`config.mk`:
```
export PLATFORM = sky130hd
export DESIGN_NAME = lbc_top
export DESIGN_NICKNAME = d
export VERILOG_FILES = /design/src/shared/lbc_pkg.sv /design/src/hw/lbc_top.sv /design/src/hw/lbc_sync.sv /design/src/hw/lbc_strap.sv
export SDC_FILE = /design/constraint.sdc
export NUM_CORES = 1
export LEC_CHECK = 0
export ABC_AREA = 0
export BUFFER_PORTS_ARGS = -buffer_cell sky130_fd_sc_hd__buf_2
export CORE_AREA = 8 8 132 134
export DETAILED_ROUTE_END_ITERATION = 10
export DIE_AREA = 0 0 140 142
export SYNTH_ARGS = -nofsm -noshare
export SYNTH_HDL_FRONTEND = slang
export SYNTH_SLANG_ARGS = --single-unit
```
`constraint.sdc`:
```
create_clock -name clock -period 2.15 [get_ports clock]
set_clock_uncertainty 0.1 [all_clocks]
set_input_delay 0.215 -clock clock [delete_from_list [all_inputs] [get_ports clock]]
set_output_delay 0.215 -clock clock [all_outputs]
set_load 0.05 [all_outputs]
```
`src/shared/lbc_pkg.sv`:
```
// Shared constants and types for the local bus controller
package lbc_pkg;

	// ****************************************************
	// Control block and relocation register
	// ****************************************************
	localparam logic [7:0]  RELOC_OFS_LO  = 8'hfe;
	localparam logic [7:0]  RELOC_OFS_HI  = 8'hff;
	localparam logic [15:0] RELOC_RESET   = 16'h20ff;
	localparam int          RELOC_MEM_BIT = 12;
	localparam int          RELOC_SLV_BIT = 14;
	localparam int          BASE_W        = 12;
	localparam int          CB_OFS_W      = 8;

	// ****************************************************
	// Bus encodings and counts
	// ****************************************************
	localparam logic [2:0]  STAT_PASSIVE  = 3'h7;
	localparam int          SYNC_STAGES   = 2;
	localparam logic [7:0]  REFRESH_ROW0  = 8'h00;

	typedef enum logic [2:0] {
		KIND_IACK  = 3'b000,
		KIND_IORD  = 3'b001,
		KIND_IOWR  = 3'b010,
		KIND_HALT  = 3'b011,
		KIND_FETCH = 3'b100,
		KIND_MEMRD = 3'b101,
		KIND_MEMWR = 3'b110,
		KIND_NONE  = 3'b111
	} lbc_kind_t;

	typedef enum logic [2:0] {
		ST_IDLE    = 3'b000,
		ST_T1      = 3'b001,
		ST_T2      = 3'b010,
		ST_T3      = 3'b011,
		ST_TW      = 3'b100,
		ST_T4      = 3'b101,
		ST_HOLD    = 3'b110,
		ST_RECLAIM = 3'b111
	} lbc_state_t;

	typedef struct packed {
		lbc_kind_t   kind;
		logic [19:0] addr;
		logic [7:0]  wdata;
		logic        locked;
	} lbc_req_t;

	typedef struct packed {
		logic        ale;
		logic        readN;
		logic        writeN;
		logic        transceiverEnableN;
		logic        transceiverDirection;
		logic [2:0]  busStatusLines;
		logic        lockN;
		logic        refreshIndicator;
		logic [11:0] addrHigh;
		logic [7:0]  adOut;
	} lbc_pins_t;

	typedef struct packed {
		logic strobes;
		logic status;
		logic lock;
		logic ad;
		logic addrHigh;
		logic refresh;
		logic direction;
	} lbc_oe_t;

endpackage

```
`src/hw/lbc_top.sv`:
```
// Local bus controller: bus cycles, hold arbitration, control block
// Contract
// - Drive address latch strobe plus active-low read and write strobes.
// - No dedicated memory-versus-I/O output; status lines serve instead.
// - Transceiver enable low during memory, I/O and interrupt ack cycles.
// - Transceiver direction high for writes, low for reads.
// - Bus request is asynchronous and synchronised before use.
// - On grant, float strobes, status, lock, address, refresh, transceiver.
// - Bus request ranks below refresh, above everything else.
// - Finish any cycle in progress before granting.
// - Postpone grant until a locked sequence has finished.
// - Pending refresh while granted drops the grant output.
// - Retake the bus only after the other master drops its request.
// - In reset drive enable, read, write high one clock, then float.
// - In reset drive status all high and lock high, then float.
// - In reset float address, refresh, direction; latch strobe, grant low.
// - Sample queue-status, float-all and enhanced straps during reset.
// - Control block accesses run a bus cycle but ignore data and ready.
// - Control block on 256-byte boundary from low relocation bits 11:0.
// - Relocation bit 12 picks memory or I/O space for the block.
// - Relocation register resets to 20FFH: block at FF00H in I/O.
// - Relocation holds slave-mode bit; registers always read and write.
`timescale 1ns/1ns
module lbc_top #(
	parameter int ADDR_W = 20,
	parameter int DATA_W = 8
) (
	// Clock and control
	input  wire logic              clock,
	input  wire logic              rst_n,
	input  wire logic              ce,
	// Internal cycle requests
	input  wire logic              cpuReqValid,
	input  wire lbc_pkg::lbc_req_t cpuReq,
	input  wire logic              refreshReq,
	output logic                   cpuDone,
	output logic      [DATA_W-1:0] cpuReadData,
	output logic                   refreshDone,
	// Arbitration
	input  wire logic              holdRequest,
	output logic                   busGrantOut,
	// Ready and data inputs
	input  wire logic              syncReadyInput,
	input  wire logic              asyncReadyInput,
	input  wire logic [DATA_W-1:0] adIn,
	// Bus pins and their enables
	output lbc_pkg::lbc_pins_t     pins,
	output lbc_pkg::lbc_oe_t       pinsOe,
	// Straps
	input  wire logic              readStrobeQueueStrap,
	input  wire logic              upperMemorySelect,
	input  wire logic              lowerMemorySelect,
	input  wire logic              testInput,
	// Modes
	output logic                   queueStatusMode,
	output logic                   allPinsFloatMode,
	output logic                   enhancedMode,
	output logic                   interruptSlaveMode,
	output logic                   controlBlockInMemory
);

	if (ADDR_W != 20 || DATA_W != 8)
		$error("lbc_top serves a 20-bit address and 8-bit data bus only");

	// ****************************************************
	// Declarations
	// ****************************************************
	lbc_pkg::lbc_state_t state_r;
	lbc_pkg::lbc_state_t stateNxt;
	lbc_pkg::lbc_req_t   cur_r;
	lbc_pkg::lbc_req_t   sel;
	lbc_pkg::lbc_req_t   cyc;
	logic                isRefresh_r;
	logic                cbHit_r;
	logic                refreshPend_r;
	logic                lockSeq_r;
	logic [15:0]         reloc_r;
	logic [7:0]          refreshRow_r;
	logic                rstSeen_r;
	logic                holdSync;
	logic                asyncReadySync;
	logic                startCycle;
	logic                startRefresh;
	logic                ready;
	logic                cycWrite;
	logic                cycHalt;
	logic                selHit;
	logic                endCycle;
	logic [7:0]          cbReadData;

	// ****************************************************
	// Synchronisers and straps
	// ****************************************************
	lbc_sync #(
		.WIDTH  (2),
		.STAGES (lbc_pkg::SYNC_STAGES)
	) uSync (
		.clock   (clock),
		.rst_n   (rst_n),
		.ce      (ce),
		.asyncIn ({holdRequest, asyncReadyInput}),
		.syncOut ({holdSync, asyncReadySync})
	);

	lbc_strap uStrap (
		.clock                (clock),
		.rst_n                (rst_n),
		.ce                   (ce),
		.readStrobeQueueStrap (readStrobeQueueStrap),
		.upperMemorySelect    (upperMemorySelect),
		.lowerMemorySelect    (lowerMemorySelect),
		.testInput            (testInput),
		.queueStatusMode      (queueStatusMode),
		.allPinsFloatMode     (allPinsFloatMode),
		.enhancedMode         (enhancedMode)
	);

	// ****************************************************
	// Request selection and control block decode
	// ****************************************************
	always_comb
	begin
		sel = cpuReq;
		if (refreshPend_r)
		begin
			sel.kind   = lbc_pkg::KIND_MEMRD;
			sel.addr   = {12'h000, refreshRow_r};
			sel.wdata  = 8'h00;
			sel.locked = 1'b0;
		end
	end

	// Block base is the low relocation bits on a 256-byte boundary
	assign selHit = !refreshPend_r
		&& sel.kind != lbc_pkg::KIND_IACK
		&& sel.kind != lbc_pkg::KIND_HALT
		&& sel.kind[2] == reloc_r[lbc_pkg::RELOC_MEM_BIT]
		&& sel.addr[19:8] == reloc_r[lbc_pkg::BASE_W-1:0];

	assign cyc = (state_r == lbc_pkg::ST_IDLE) ? sel : cur_r;
	assign cycWrite = cyc.kind == lbc_pkg::KIND_MEMWR
		|| cyc.kind == lbc_pkg::KIND_IOWR;
	assign cycHalt = cyc.kind == lbc_pkg::KIND_HALT;

	// Refresh first, then hold, then the processor
	assign startRefresh = state_r == lbc_pkg::ST_IDLE && refreshPend_r;
	// A locked sequence keeps its own requests ahead of a pending hold
	assign startCycle = startRefresh || (state_r == lbc_pkg::ST_IDLE
		&& (!holdSync || lockSeq_r) && cpuReqValid);

	// Control block cycles never wait on external ready
	assign ready = cbHit_r || syncReadyInput || asyncReadySync;
	assign endCycle = stateNxt == lbc_pkg::ST_T4;

	// ****************************************************
	// Bus state machine
	// ****************************************************
	always_comb
	begin
		stateNxt = state_r;
		case (state_r)
			lbc_pkg::ST_IDLE:
				if (startCycle)
					stateNxt = lbc_pkg::ST_T1;
				else if (holdSync && !lockSeq_r)
					stateNxt = lbc_pkg::ST_HOLD;
			lbc_pkg::ST_T1:
				stateNxt = lbc_pkg::ST_T2;
			lbc_pkg::ST_T2:
				stateNxt = lbc_pkg::ST_T3;
			lbc_pkg::ST_T3, lbc_pkg::ST_TW:
				stateNxt = ready ? lbc_pkg::ST_T4 : lbc_pkg::ST_TW;
			lbc_pkg::ST_T4:
				stateNxt = lbc_pkg::ST_IDLE;
			lbc_pkg::ST_HOLD:
				if (!holdSync)
					stateNxt = lbc_pkg::ST_IDLE;
				else if (refreshPend_r)
					stateNxt = lbc_pkg::ST_RECLAIM;
			lbc_pkg::ST_RECLAIM:
				if (!holdSync)
					stateNxt = lbc_pkg::ST_IDLE;
			default:
				stateNxt = lbc_pkg::ST_IDLE;
		endcase
	end

	always_ff @(posedge clock)
	begin
		if (!rst_n)
			state_r <= lbc_pkg::ST_IDLE;
		else if (ce)
			state_r <= stateNxt;
	end

	// ****************************************************
	// Cycle capture, refresh and lock tracking
	// ****************************************************
	always_ff @(posedge clock)
	begin
		if (!rst_n)
		begin
			cur_r       <= '0;
			isRefresh_r <= 1'b0;
			cbHit_r     <= 1'b0;
		end
		else if (ce && startCycle)
		begin
			cur_r       <= sel;
			isRefresh_r <= refreshPend_r;
			cbHit_r     <= selHit;
		end
	end

	// A new refresh request wins over the clear of an old one
	always_ff @(posedge clock)
	begin
		if (!rst_n)
		begin
			refreshPend_r <= 1'b0;
			refreshRow_r  <= lbc_pkg::REFRESH_ROW0;
		end
		else if (ce)
		begin
			refreshPend_r <= (refreshPend_r && !startRefresh) || refreshReq;
			if (endCycle && isRefresh_r && state_r != lbc_pkg::ST_T4)
				refreshRow_r <= refreshRow_r + 8'h01;
		end
	end

	// Sequence stays locked until an unlocked processor cycle completes; refresh cycles do not end it
	always_ff @(posedge clock)
	begin
		if (!rst_n)
			lockSeq_r <= 1'b0;
		else if (ce)
		begin
			if (startCycle && !refreshPend_r && sel.locked)
				lockSeq_r <= 1'b1;
			else if (endCycle && !isRefresh_r && !cur_r.locked
				&& state_r != lbc_pkg::ST_T4)
				lockSeq_r <= 1'b0;
		end
	end

	// ****************************************************
	// Relocation register
	// ****************************************************
	always_comb
	begin
		case (cur_r.addr[7:0])
			lbc_pkg::RELOC_OFS_LO: cbReadData = reloc_r[7:0];
			lbc_pkg::RELOC_OFS_HI: cbReadData = reloc_r[15:8];
			default:               cbReadData = 8'h00;
		endcase
	end

	always_ff @(posedge clock)
	begin
		if (!rst_n)
			reloc_r <= lbc_pkg::RELOC_RESET;
		else if (ce && endCycle && cbHit_r && state_r != lbc_pkg::ST_T4
			&& (cur_r.kind == lbc_pkg::KIND_MEMWR
			|| cur_r.kind == lbc_pkg::KIND_IOWR))
		begin
			if (cur_r.addr[7:0] == lbc_pkg::RELOC_OFS_LO)
				reloc_r[7:0] <= cur_r.wdata;
			else if (cur_r.addr[7:0] == lbc_pkg::RELOC_OFS_HI)
				reloc_r[15:8] <= cur_r.wdata;
		end
	end

	always_ff @(posedge clock)
	begin
		if (!rst_n)
		begin
			interruptSlaveMode   <= lbc_pkg::RELOC_RESET[lbc_pkg::RELOC_SLV_BIT];
			controlBlockInMemory <= lbc_pkg::RELOC_RESET[lbc_pkg::RELOC_MEM_BIT];
		end
		else if (ce)
		begin
			interruptSlaveMode   <= reloc_r[lbc_pkg::RELOC_SLV_BIT];
			controlBlockInMemory <= reloc_r[lbc_pkg::RELOC_MEM_BIT];
		end
	end

	// ****************************************************
	// Answers to the internal requesters
	// ****************************************************
	always_ff @(posedge clock)
	begin
		if (!rst_n)
		begin
			cpuDone     <= 1'b0;
			refreshDone <= 1'b0;
			cpuReadData <= 8'h00;
		end
		else if (ce)
		begin
			cpuDone     <= endCycle && !isRefresh_r
				&& state_r != lbc_pkg::ST_T4;
			refreshDone <= endCycle && isRefresh_r
				&& state_r != lbc_pkg::ST_T4;
			if (endCycle && state_r != lbc_pkg::ST_T4)
				cpuReadData <= cbHit_r ? cbReadData : adIn;
		end
	end

	// ****************************************************
	// Bus pins
	// ****************************************************
	// Memory and I/O are told apart only by the status lines
	always_ff @(posedge clock)
	begin
		if (!rst_n)
		begin
			rstSeen_r   <= 1'b1;
			busGrantOut <= 1'b0;
			pins        <= '1;
			pins.ale    <= 1'b0;
			pins.busStatusLines <= lbc_pkg::STAT_PASSIVE;
			pinsOe      <= '0;
			pinsOe.strobes <= !rstSeen_r;
			pinsOe.status  <= !rstSeen_r;
			pinsOe.lock    <= !rstSeen_r;
		end
		else if (ce)
		begin
			rstSeen_r   <= 1'b0;
			busGrantOut <= stateNxt == lbc_pkg::ST_HOLD;
			pins.ale    <= stateNxt == lbc_pkg::ST_T1;
			case (stateNxt)
				lbc_pkg::ST_T1:
				begin
					pins.addrHigh             <= cyc.addr[19:8];
					pins.adOut                <= cyc.addr[7:0];
					pins.busStatusLines       <= cyc.kind;
					pins.transceiverDirection <= cycWrite;
					pins.refreshIndicator     <= !startRefresh;
					pins.lockN                <= !cyc.locked;
				end
				lbc_pkg::ST_T2:
				begin
					pins.adOut              <= cyc.wdata;
					pins.readN              <= cycWrite || cycHalt;
					pins.writeN             <= !cycWrite;
					pins.transceiverEnableN <= cycHalt;
				end
				lbc_pkg::ST_T3, lbc_pkg::ST_TW:
					pins.busStatusLines <= pins.busStatusLines;
				default:
				begin
					pins.readN              <= 1'b1;
					pins.writeN             <= 1'b1;
					pins.transceiverEnableN <= 1'b1;
					pins.busStatusLines     <= lbc_pkg::STAT_PASSIVE;
					pins.refreshIndicator   <= 1'b1;
					pins.lockN              <= !lockSeq_r;
				end
			endcase
			// Granted or float mode: every bus pin released
			if (stateNxt == lbc_pkg::ST_HOLD
				|| stateNxt == lbc_pkg::ST_RECLAIM || allPinsFloatMode)
				pinsOe <= '0;
			else
			begin
				pinsOe   <= '1;
				pinsOe.ad <= stateNxt == lbc_pkg::ST_T1
					|| (cycWrite && stateNxt != lbc_pkg::ST_IDLE);
			end
		end
	end

endmodule

```
`src/hw/lbc_sync.sv`:
```
// Multi-stage synchroniser for asynchronous level inputs
`timescale 1ns/1ns
module lbc_sync #(
	parameter int WIDTH  = 1,
	parameter int STAGES = lbc_pkg::SYNC_STAGES
) (
	// Clock and control
	input  wire logic             clock,
	input  wire logic             rst_n,
	input  wire logic             ce,
	// Levels
	input  wire logic [WIDTH-1:0] asyncIn,
	output logic      [WIDTH-1:0] syncOut
);

	if (STAGES < 2 || WIDTH < 1)
		$error("lbc_sync needs at least two stages and one bit");

	logic [WIDTH-1:0] stage_r [STAGES];

	// Only the next stage reads a stage; metastability stays in the chain
	always_ff @(posedge clock)
	begin
		if (!rst_n)
		begin
			for (int i = 0; i < STAGES; i++)
				stage_r[i] <= '0;
		end
		else if (ce)
		begin
			stage_r[0] <= asyncIn;
			for (int i = 1; i < STAGES; i++)
				stage_r[i] <= stage_r[i-1];
		end
	end

	assign syncOut = stage_r[STAGES-1];

endmodule

```
`src/hw/lbc_strap.sv`:
```
// Reset-time capture of mode strap pins
`timescale 1ns/1ns
module lbc_strap (
	// Clock and control
	input  wire logic clock,
	input  wire logic rst_n,
	input  wire logic ce,
	// Strap pins, pulled up by the pads while reset is applied
	input  wire logic readStrobeQueueStrap,
	input  wire logic upperMemorySelect,
	input  wire logic lowerMemorySelect,
	input  wire logic testInput,
	// Captured modes
	output logic      queueStatusMode,
	output logic      allPinsFloatMode,
	output logic      enhancedMode
);

	logic runPrev_r;
	logic testLowSeen_r;

	// Straps follow the pins while reset is held and freeze on release
	always_ff @(posedge clock)
	begin
		runPrev_r <= rst_n;
		if (!rst_n)
		begin
			queueStatusMode  <= !readStrobeQueueStrap;
			allPinsFloatMode <= !upperMemorySelect && !lowerMemorySelect;
			testLowSeen_r    <= (testLowSeen_r && !runPrev_r) || !testInput;
			enhancedMode     <= testLowSeen_r && testInput;
		end
		else if (ce)
		begin
			testLowSeen_r <= testLowSeen_r;
		end
	end

endmodule

```
Word level (Yosys, flattened, before mapping)
Memories as Yosys holds them, arrays and structs flattened. Index checks and enable logic that the tools add are counted.

Bits in registers: 119. RAM bits: 4. Input bits: 52. Memories: 1.

$add $sub $neg: 1. Eq/ne operators: 26. Multiplexer cells: 26. Bitwise operators: 5. Reductions and logical operators: 70.

Memory list: uSync.stage_r (words 2, bits a word 2, rd ports 2, clocked after memory_dff 0, wr ports 2, line lbc_sync.sv:19) `logic [WIDTH-1:0] stage_r [STAGES];`.

Operators with widths (count): 32-bit 2-to-1 mux (2); 8-bit case mux with 2 select lines (2); 3-bit equality test, second input constant (10); 1-bit logical AND (27); 3-bit by 2-bit equality test with 1-bit output, second input constant (7); 7-bit 2-to-1 mux (3); 3-bit case mux with 7 select lines (1); 8-bit equality test, second input constant (2); 2-bit AND reduction (8); 3-bit 2-to-1 mux (5); 1-bit zero test (14); 12-bit equality test (1); 1-bit logical OR (12); 3-bit case mux with 2 select lines (2); 8-bit by 1-bit adder with 8-bit output, second input constant (1); 8-bit 2-to-1 mux (1); 1-bit 2-to-1 mux (7); 3-bit by 1-bit equality test with 1-bit output, second input constant (2); 3-bit nonzero test (2); 3-bit OR reduction (2); 2-bit 2-to-1 mux (2); 2-bit case mux with 2 select lines (1); 2-bit nonzero test (2); 3-bit zero test (1); 8 further kinds (11).

Longest topological paths before layout
Gate-level depths: netlist (run 1).

Depth in word-level cells: 13. Mapped depth: 9.

By module
Synthesis (run 1) repeated with hierarchy kept, for this count alone.

Cell total of the unflattened synthesis: 624. Area, all modules: 5492.8 um^2.

Modules (own cells, without submodules): lbc_top (times used 1, cells each 602, area an instance 5154.9 um^2, seq. area each 2192.1 um^2); lbc_strap (times used 1, cells each 11, area an instance 171.4 um^2, seq. area each 140.1 um^2); lbc_sync (times used 1, cells each 11, area an instance 166.4 um^2, seq. area each 120.1 um^2).

Worst setup path after synthesis (run 1)
Ideal clock, no wire load.

Kind: register -> register. From: reg state_r[0]. To: reg pins[5] in the netlist's numbering. Setup time: 122 ps. Data arrival time: 1696 ps. Data required time: 1928 ps. Slack: 232 ps. Stages on the path, launching flop included: 9. Period minus slack after synthesis: 1918 ps. Cell sequence: dfxtp_1 > buf_6 > buf_2 > or3_1 > buf_2 > buf_2 > a31oi_1 > o21ai_0 > a221o_1.

Longest elaborated chain between the ends: 9. Elaborated cells on any way between the ends: 25.

Ends and longest elaborated chain: start, declared (line lbc_top.sv:68) `lbc_pkg::lbc_state_t state_r;`; start signal, assigned (line lbc_top.sv:191) `state_r <= lbc_pkg::ST_IDLE;`; start signal, assigned (line lbc_top.sv:193) `state_r <= stateNxt;`; 3-bit zero test; 1-bit logical AND (2 in series) (line lbc_top.sv:149) `&& (!holdSync || lockSeq_r) && cpuReqValid);`; 1-bit logical OR (line lbc_top.sv:148) `assign startCycle = startRefresh || (state_r == lbc_pkg::ST_IDLE`; 3-bit 2-to-1 mux (line lbc_top.sv:163) `if (startCycle)`; 3-bit case mux with 7 select lines (line lbc_top.sv:161) `case (state_r)`; 3-bit by 1-bit equality test with 1-bit output or 3-bit by 2-bit equality test with 1-bit output (tied branches) (line lbc_top.sv:332) `case (stateNxt)`; 2-bit nonzero test (no source line); 2-bit AND reduction (no source line); end, declared (line lbc_top.sv:47) `output lbc_pkg::lbc_pins_t pins,`.

Parallel ways exist; a longest one is shown, timed or not. A chain may end at the register's enable or synchronous reset.

Worst setup path in the final report (run 1)
From: reg state_r[2]. To: reg reloc_r[4].

Longest elaborated chain between the ends: 12. Elaborated cells on any way between the ends: 26.

Ends and longest elaborated chain: 3-bit zero test (line lbc_top.sv:146, lbc_top.sv:148, lbc_top.sv:161); 1-bit logical AND (2 in series) (line lbc_top.sv:149); 1-bit logical OR (line lbc_top.sv:148); 3-bit 2-to-1 mux (line lbc_top.sv:163); 3-bit case mux with 7 select lines (line lbc_top.sv:161); 3-bit equality test (line lbc_top.sv:153) `assign endCycle = stateNxt == lbc_pkg::ST_T4;`; 1-bit logical AND (2 in series) (line lbc_top.sv:262) `else if (ce && endCycle && cbHit_r && state_r != lbc_pkg::ST_T4`; 1-bit logical AND * (line lbc_top.sv:262); 1-bit logical AND * (line lbc_top.sv:263) `&& (cur_r.kind == lbc_pkg::KIND_MEMWR`; 2-bit AND reduction (no source line) *; end signal, assigned (line lbc_top.sv:261) `reloc_r <= lbc_pkg::RELOC_RESET;`; end signal, assigned (line lbc_top.sv:267) `reloc_r[7:0] <= cur_r.wdata;`; end, declared (line lbc_top.sv:77) `logic [15:0] reloc_r;`.

Every way passes the cells marked *; elsewhere a longest branch is shown, timed or not.

==> results.md, run 1 <==
- Post-detailed-placement cell area: 6390 sq um
- Setup crit end kind: flop
- Detailed Place HPWL: 12.37 mm
- # nets final: 812
- Final worst hold slack: 0.009176 ns
- Maximum number of pins on one net before global-route repair: 37
- Clock slew seen by the registers of the worst setup and hold paths: 0.05 ns
- Register bit total from synthesis: 118
- Biggest area contributors in the synthesized netlist: sky130_fd_sc_hd__dfxtp_1, sky130_fd_sc_hd__mux2i_1, sky130_fd_sc_hd__nand2_1
- Synth area leader: sky130_fd_sc_hd__dfxtp_1
- PD cells: 927.1 nW/um^2
- Buffers from clock root to sink, at most: 2
- Clock Root Buffer: sky130_fd_sc_hd__clkbuf_16
- Final std cell area, no fill: 7229 sq um
- Post-synthesis cell area: 5585 sq um
- Number of placed I/O pins: 105
- Number of placed instances with taps included: 913
- Worst-case headroom to the max-slew limit: 0.7021
- CP Data Required Time: 2.34 ns
- Initial standard-cell utilization of the core: 0.3621
- Status: finished, final reports clean
- Unrepaired setup endpoints after global routing: true
- TritonCTS Buffers: 17
- Overall Global Routing Usage: 0.1754
- Total length of routed met2 wires: 7.732 mm
- Type of the worst setup path: reg2reg
- Area growth syn-to-layout: 29.44%
- Global-route congestion overflow total: 0
- Most common library cell in the layout ignoring fill and taps: sky130_fd_sc_hd__dfxtp_1
- Site Rows: 46
- Placeable core region: 15420 sq um
- Routed length on met3: 1.173 mm
- Yosys top cell area share: 0.3907
- CTS tree: yes
- # port buffers: 104
- Total number of H-tree levels: 4
- Slew @ Worst Pin: 0.4429 ns
- Die outline height: 142 um
- Final antenna-violating net count: 0
- Routed WL per cell: 17.85 um
- Minimum period implied by the final worst setup slack: 2.046 ns
- FMAX: 488.8 MHz
- Count of mapped cells out of synthesis: 643
- Top metal layer carrying routed signals: met4
- DRT Wirelength: 17.21 mm
- Die Area: 19880 sq um
- Die width: 140 um
- Post-synth EDFFs: 9
- CP arrival: 2.24 ns
- Total of endpoints with negative setup slack in the final report: 0
- Element type at the critical path start: flop
- Max FO, Critical Path: 8
- Vias: 5263
- Worst hold path type: in2reg
- Synth warn: 0
- Total leakage power: 0.003173 uW
- Peak ir drop on the vdd network: 0.5923 mV
- Max-cap check violation count: 0
- GPL Wtd Cong: 0.8485
- Met1 WL: 7.903 mm
- Number of sinks on the clock net: 118
- Diodes inserted: 0
- Initial antenna violation count: 0
- 1st-pass router iterations: 7
- Final count of pins violating max slew: 0
- Final Instance Count excl. Fillers: 964
- First-pass GRT wire length: 27.50 mm
- Share of synthesized registers carrying an async set or reset: 0
- Most frequent cells in the layout: sky130_fd_sc_hd__dfxtp_1, sky130_fd_sc_hd__buf_2, sky130_fd_sc_hd__nand2_1
- Sequential share of the synthesized area: 0.4391
- Ratio of final minimum period to clock period: 0.9515
- Final hold viol count: 0
- Top flip-flop cell by instance count after synthesis: sky130_fd_sc_hd__dfxtp_1
- Post-route DRC: 0
- Clock network latency to the later pin of the worst-skew pair: 0.43 ns
- Unique masters post-synth: 64
- Number of design-rule violations left by the first detailed-router iteration: 371
- Synth Area per Inst: 8.686 sq um
- Avg Vias per Cell: 5.460
- Vias in the first global route: 5129
- Post-synthesis net count: 696
- Share of final-layout standard cells stronger than drive strength 1: 0.2383
-- final timing paths --
path | startpoint | to | slack [ns] | cells past startpoint
worst max-delay path | state_r[2] | reloc_r[4] | 0.10 | 6
worst max register to register | state_r[2] | reloc_r[4] | 0.10 | 6
worst min register to register | pins[29] | pins[29] | 0.35 | 2
worst min-delay path | cpuReq[24] | cur_r[24] | 0.009 | 3
-- layout make-up --
class | instances | area (sq um)
Inverter | 18 | 67.56
Clock buffer | 23 | 478.0
Sequential cell | 118 | 2454
Multi-Input combinational cell | 446 | 2803
Clock inverter | 9 | 148.9
Fill cell | 1459 | 8195
Timing Repair Buffer | 158 | 1039
Tap cell | 192 | 240.2
-- cells in the mapped netlist (5+ instances only) --
master and number:
sky130_fd_sc_hd__xor2_1 5, sky130_fd_sc_hd__nor2_1 45, sky130_fd_sc_hd__nand4_1 8, sky130_fd_sc_hd__mux2i_1 46
sky130_fd_sc_hd__clkbuf_1 32, sky130_fd_sc_hd__nor3_1 5, sky130_fd_sc_hd__buf_2 18, sky130_fd_sc_hd__edfxtp_1 9
sky130_fd_sc_hd__nand2_1 77, sky130_fd_sc_hd__inv_1 17, sky130_fd_sc_hd__buf_4 6, sky130_fd_sc_hd__o211a_1 9
sky130_fd_sc_hd__o221ai_1 9, sky130_fd_sc_hd__o311ai_0 11, sky130_fd_sc_hd__dfxtp_1 109, sky130_fd_sc_hd__a31oi_1 20
sky130_fd_sc_hd__nand3_1 30, sky130_fd_sc_hd__nand2b_1 5, sky130_fd_sc_hd__or3_1 8, sky130_fd_sc_hd__a221o_1 7
sky130_fd_sc_hd__and3_1 9, sky130_fd_sc_hd__a21oi_1 48, sky130_fd_sc_hd__o21ai_0 33, sky130_fd_sc_hd__a211oi_1 11
-- power breakdown --
part	total [uW]	switching [uW]	internal [uW]
Clock	3020	998	2020
Combinational	1240	818	425
Sequential	2440	90.3	2350
Total	6700	1910	4800
-- logic make-up (layout without fill, tap and decap cells) --
group | count (synthesis) | after routing | synth area share
AO/OA/AOI/OAI | 176 | 176 | 0.2130
XOR/XNOR | 9 | 9 | 0.01411
adder cells (fa/ha/maj) | 1 | 1 | 0.002240
buffers and inverters | 79 | 208 | 0.06250
flip-flops | 118 | 118 | 0.4391
multiplexers | 47 | 47 | 0.08445
AND/OR/NAND/NOR | 213 | 213 | 0.1846
-- worst max-delay path, cell delays in order, from the launching register on --
cell and delay, ns:
sky130_fd_sc_hd__dfxtp_1 0.45, sky130_fd_sc_hd__nor3b_2 0.26, sky130_fd_sc_hd__o21ai_1 0.14, sky130_fd_sc_hd__or4_1 0.52, sky130_fd_sc_hd__buf_4 0.20, sky130_fd_sc_hd__mux2i_1 0.17, sky130_fd_sc_hd__nand2_1 0.07
-- timing repair --
action                                  CTS  global route
hold buffers                             17             0
endpoints found under the setup margin    0            56
gates resized for setup                   0             6
endpoints found under the hold margin    17             0
buffers inserted                          0             2
-- sequential cells by signal (all words and copies together), names as in the netlist, 3 cells and up --
signal	count
pinsOe	3
reloc_r	16
state_r	3
cpuReadData	8
cur_r	31
uSync.stage_r	4
refreshRow_r	8
pins	30
-- layer usage --
layer  vias to the layer above  global-route usage
met3                        30             0.05871
met5                         -                   0
met2                       186              0.2635
li1                       2561                   -
met4                         0             0.07314
met1                      2486              0.2261
-- metrics by stage --
stage	TNS, ns	total power, uW	util	setup WS [ns]
after floorplan	0	3302	-	0.2319
after global placement	0	3655	0.4143	0.09135
after detailed placement	0	3679	0.4143	0.02838
after CTS	0	6716	0.4659	0.02363
after global routing	-0.06241	6977	0.4687	-0.02506
final	0	6702	0.4687	0.1042
(Power assumes the default switching activity.)
==> run 2, diff against run 1 <==
--- a/config.mk
+++ b/config.mk
@@ -8,6 +8,7 @@
 export ABC_AREA = 0
 export BUFFER_PORTS_ARGS = -buffer_cell sky130_fd_sc_hd__buf_2
 export CORE_AREA = 8 8 132 134
+export CTS_BUF_LIST = sky130_fd_sc_hd__clkbuf_4
 export DETAILED_ROUTE_END_ITERATION = 10
 export DIE_AREA = 0 0 140 142
 export SYNTH_ARGS = -nofsm -noshare
==> results.md, run 2 (synthesis results as in run 1) <==
- Setup crit start: state_r[1]
- Initial standard-cell utilization of the core: 0.3621 (unchanged)
- Placeable core region: 15420 sq um (unchanged)
- Die width: 140 um (unchanged)
- Share of final-layout standard cells stronger than drive strength 1: 0.2297 (-0.008629)
- Final std cell area, no fill: 7222 sq um (-0.10%)
- Most frequent cells in the layout: sky130_fd_sc_hd__dfxtp_1, sky130_fd_sc_hd__buf_2, sky130_fd_sc_hd__nand2_1
- GPL Wtd Cong: 0.8485 (unchanged)
- Cell class contributing the biggest share of worst-path delay: simple AND/OR/NAND/NOR gates
- Most used cell, CP: sky130_fd_sc_hd__buf_4
- Site Rows: 46 (unchanged)
- 1st-pass router iterations: 6 (-1)
- Number of design-rule violations left by the first detailed-router iteration: 446 (+20%)
- TritonCTS Buffers: 17 (unchanged)
- Avg Vias per Cell: 5.425 (-0.64%)
- Ratio of final minimum period to clock period: 0.9584 (+0.006869)
- DRT Wirelength: 17.42 mm (+1.2%)
- PD cells: 763.3 nW/um^2 (-18%)
- Final count of pins violating max slew: 0 (unchanged)
- Final hold viol count: 0 (unchanged)
- Slew @ Worst Pin: 0.4467 ns (+0.003804 ns)
- Max-cap check violation count: 0 (unchanged)
- CP Data Required Time: 2.50 ns (+0.16 ns)
- Launch instance of the worst register-to-register path: state_r[1]
- FMAX: 485.3 MHz (-0.72%)
- Initial antenna violation count: 1 (+1)
- # port buffers: 104 (unchanged)
- Fillers: 1466 (+0.48%)
- Beginning of the worst hold path: cpuReq[27]
- Max FFs per register: 31 (unchanged)
- Post-CTS Setup Bufs: 0 (unchanged)
- Clock Root Buffer: sky130_fd_sc_hd__clkbuf_4
- Largest stage delay on the critical path: 0.35 ns (-0.17 ns)
- Minimum period implied by the final worst setup slack: 2.061 ns (+0.01477 ns)
- Overall Global Routing Usage: 0.1775 (+0.002093)
- Critical path buffers and inverters: 3 (+2)
- Total number of H-tree levels: 4 (unchanged)
- Die Area: 19880 sq um (unchanged)
- Vias in the first global route: 5272 (+2.8%)
- Critical path cell sequence: buf_4 > nor3_4 > and3_1 > o31ai_4 > buf_6 > buf_4 > a221o_1
- Total leakage power: 0.003159 uW (-0.45%)
- Detailed Place HPWL: 12.37 mm (unchanged)
- Clock network latency to the later pin of the worst-skew pair: 0.55 ns (+0.12 ns)
- Max FO, Critical Path: 14 (+6)
- Total of endpoints with negative setup slack in the final report: 0 (unchanged)
- # nets final: 841 (+3.6%)
- CTS tree: yes
- Top flop regs: cur_r (31), pins (30), reloc_r (16)
- Worst-case headroom to the max-slew limit: 0.6999 (-0.002178)
- Final antenna-violating net count: 0 (unchanged)
- First-pass GRT wire length: 27.97 mm (+1.7%)
- Number of placed I/O pins: 105 (unchanged)
- Post-detailed-placement cell area: 6390 sq um (unchanged)
- Worst hold path type: in2reg
- Number of sinks on the clock net: 118 (unchanged)
- Post-Route Setup TNS: 0 ns (unchanged)
- Status: finished, final reports clean
- Global-route congestion overflow total: 0 (unchanged)
- Post-route DRC: 0 (unchanged)
- Routed WL per cell: 17.52 um (-1.8%)
- Peak ir drop on the vdd network: 0.3474 mV (-41%)
- Maximum number of pins on one net before global-route repair: 37 (unchanged)
- Register name with the most flops: cur_r
- Buffers from clock root to sink, at most: 2 (unchanged)
- Worst path slowest cell: sky130_fd_sc_hd__dfxtp_1
- CP arrival: 2.41 ns (+0.17 ns)
- Vias: 5392 (+2.5%)
- Area growth syn-to-layout: 29.30%
- Die outline height: 142 um (unchanged)
- Setup crit end kind: flop
- Clock slew seen by the registers of the worst setup and hold paths: 0.11 ns (+0.06 ns)
- Element type at the critical path start: flop
- Most common library cell in the layout ignoring fill and taps: sky130_fd_sc_hd__dfxtp_1
- Unrepaired setup endpoints after global routing: false
- Type of the worst setup path: reg2reg
[run 2: worst paths after layout]
path	to	slack [ns]	cells past startpoint
max	pins[6]	0.09	7
max reg2reg	pins[6]	0.09	7
min reg2reg	cur_r[23]	0.36	2
min	pins[18]	0.06	4
[run 2: layout make-up]
type	count	area (sq um)	area share
Sequential cell	118	2457	0.3403
Multi-Input combinational cell	446	2811	0.3893
Clock inverter	12	160.2	0.02218
Antenna cell	1	2.502	0.0003465
Tap cell	192	240.2	0.03326
Timing Repair Buffer	187	1333	0.1845
Clock buffer	20	150.1	0.02079
Inverter	18	67.56	0.009356
[run 2: metrics by stage]
step           power (uW)  utilization  setup WS, ns  hold slack [ns]  instances
6_report             5513       0.4682       0.08941          0.05754        994
5_1_grt              5775       0.4682     0.0008882          0.01765        994
4_1_cts              5512       0.4649       0.02634          0.02276        992
3_5_place_dp         3679       0.4143       0.02838           0.3445        913
3_3_place_gp         3655       0.4143       0.09135           0.3399        913
2_1_floorplan        3302            -        0.2319           0.1427        643
[run 2: tightest hold or removal path, delay by kind of cell]
family,cells,cell delay [ns]
simple gates,2,0.22
buf+inv,1,0.12
compound gates,1,0.12
[run 2: what timing repair did]
item                                   CTS  global route
hold buffers                            47             0
endpoints found under the hold margin   77             0
setup endpoints to repair                0            54
gates resized for setup                  0            12
[run 2: report_power, final]
| group | switching, uW | internal (uW) | total, uW | leakage (uW) |
|---|---|---|---|---|
| Sequential | 91.4 | 2340 | 2430 | 0.000983 |
| Combinational | 833 | 463 | 1300 | 0.00200 |
| Clock | 838 | 944 | 1780 | 0.000173 |
[run 2: routing by layer]
| metal | global-route usage | vias to the layer above | share of wire |
|---|---|---|---|
| li1 | - | 2628 | - |
| met1 | 0.2259 | 2525 | 0.45 |
| met2 | 0.2746 | 208 | 0.45 |
| met3 | 0.05233 | 31 | 0.068 |
| met4 | 0.07657 | 0 | 0.024 |
| met5 | 0 | - | 0 |
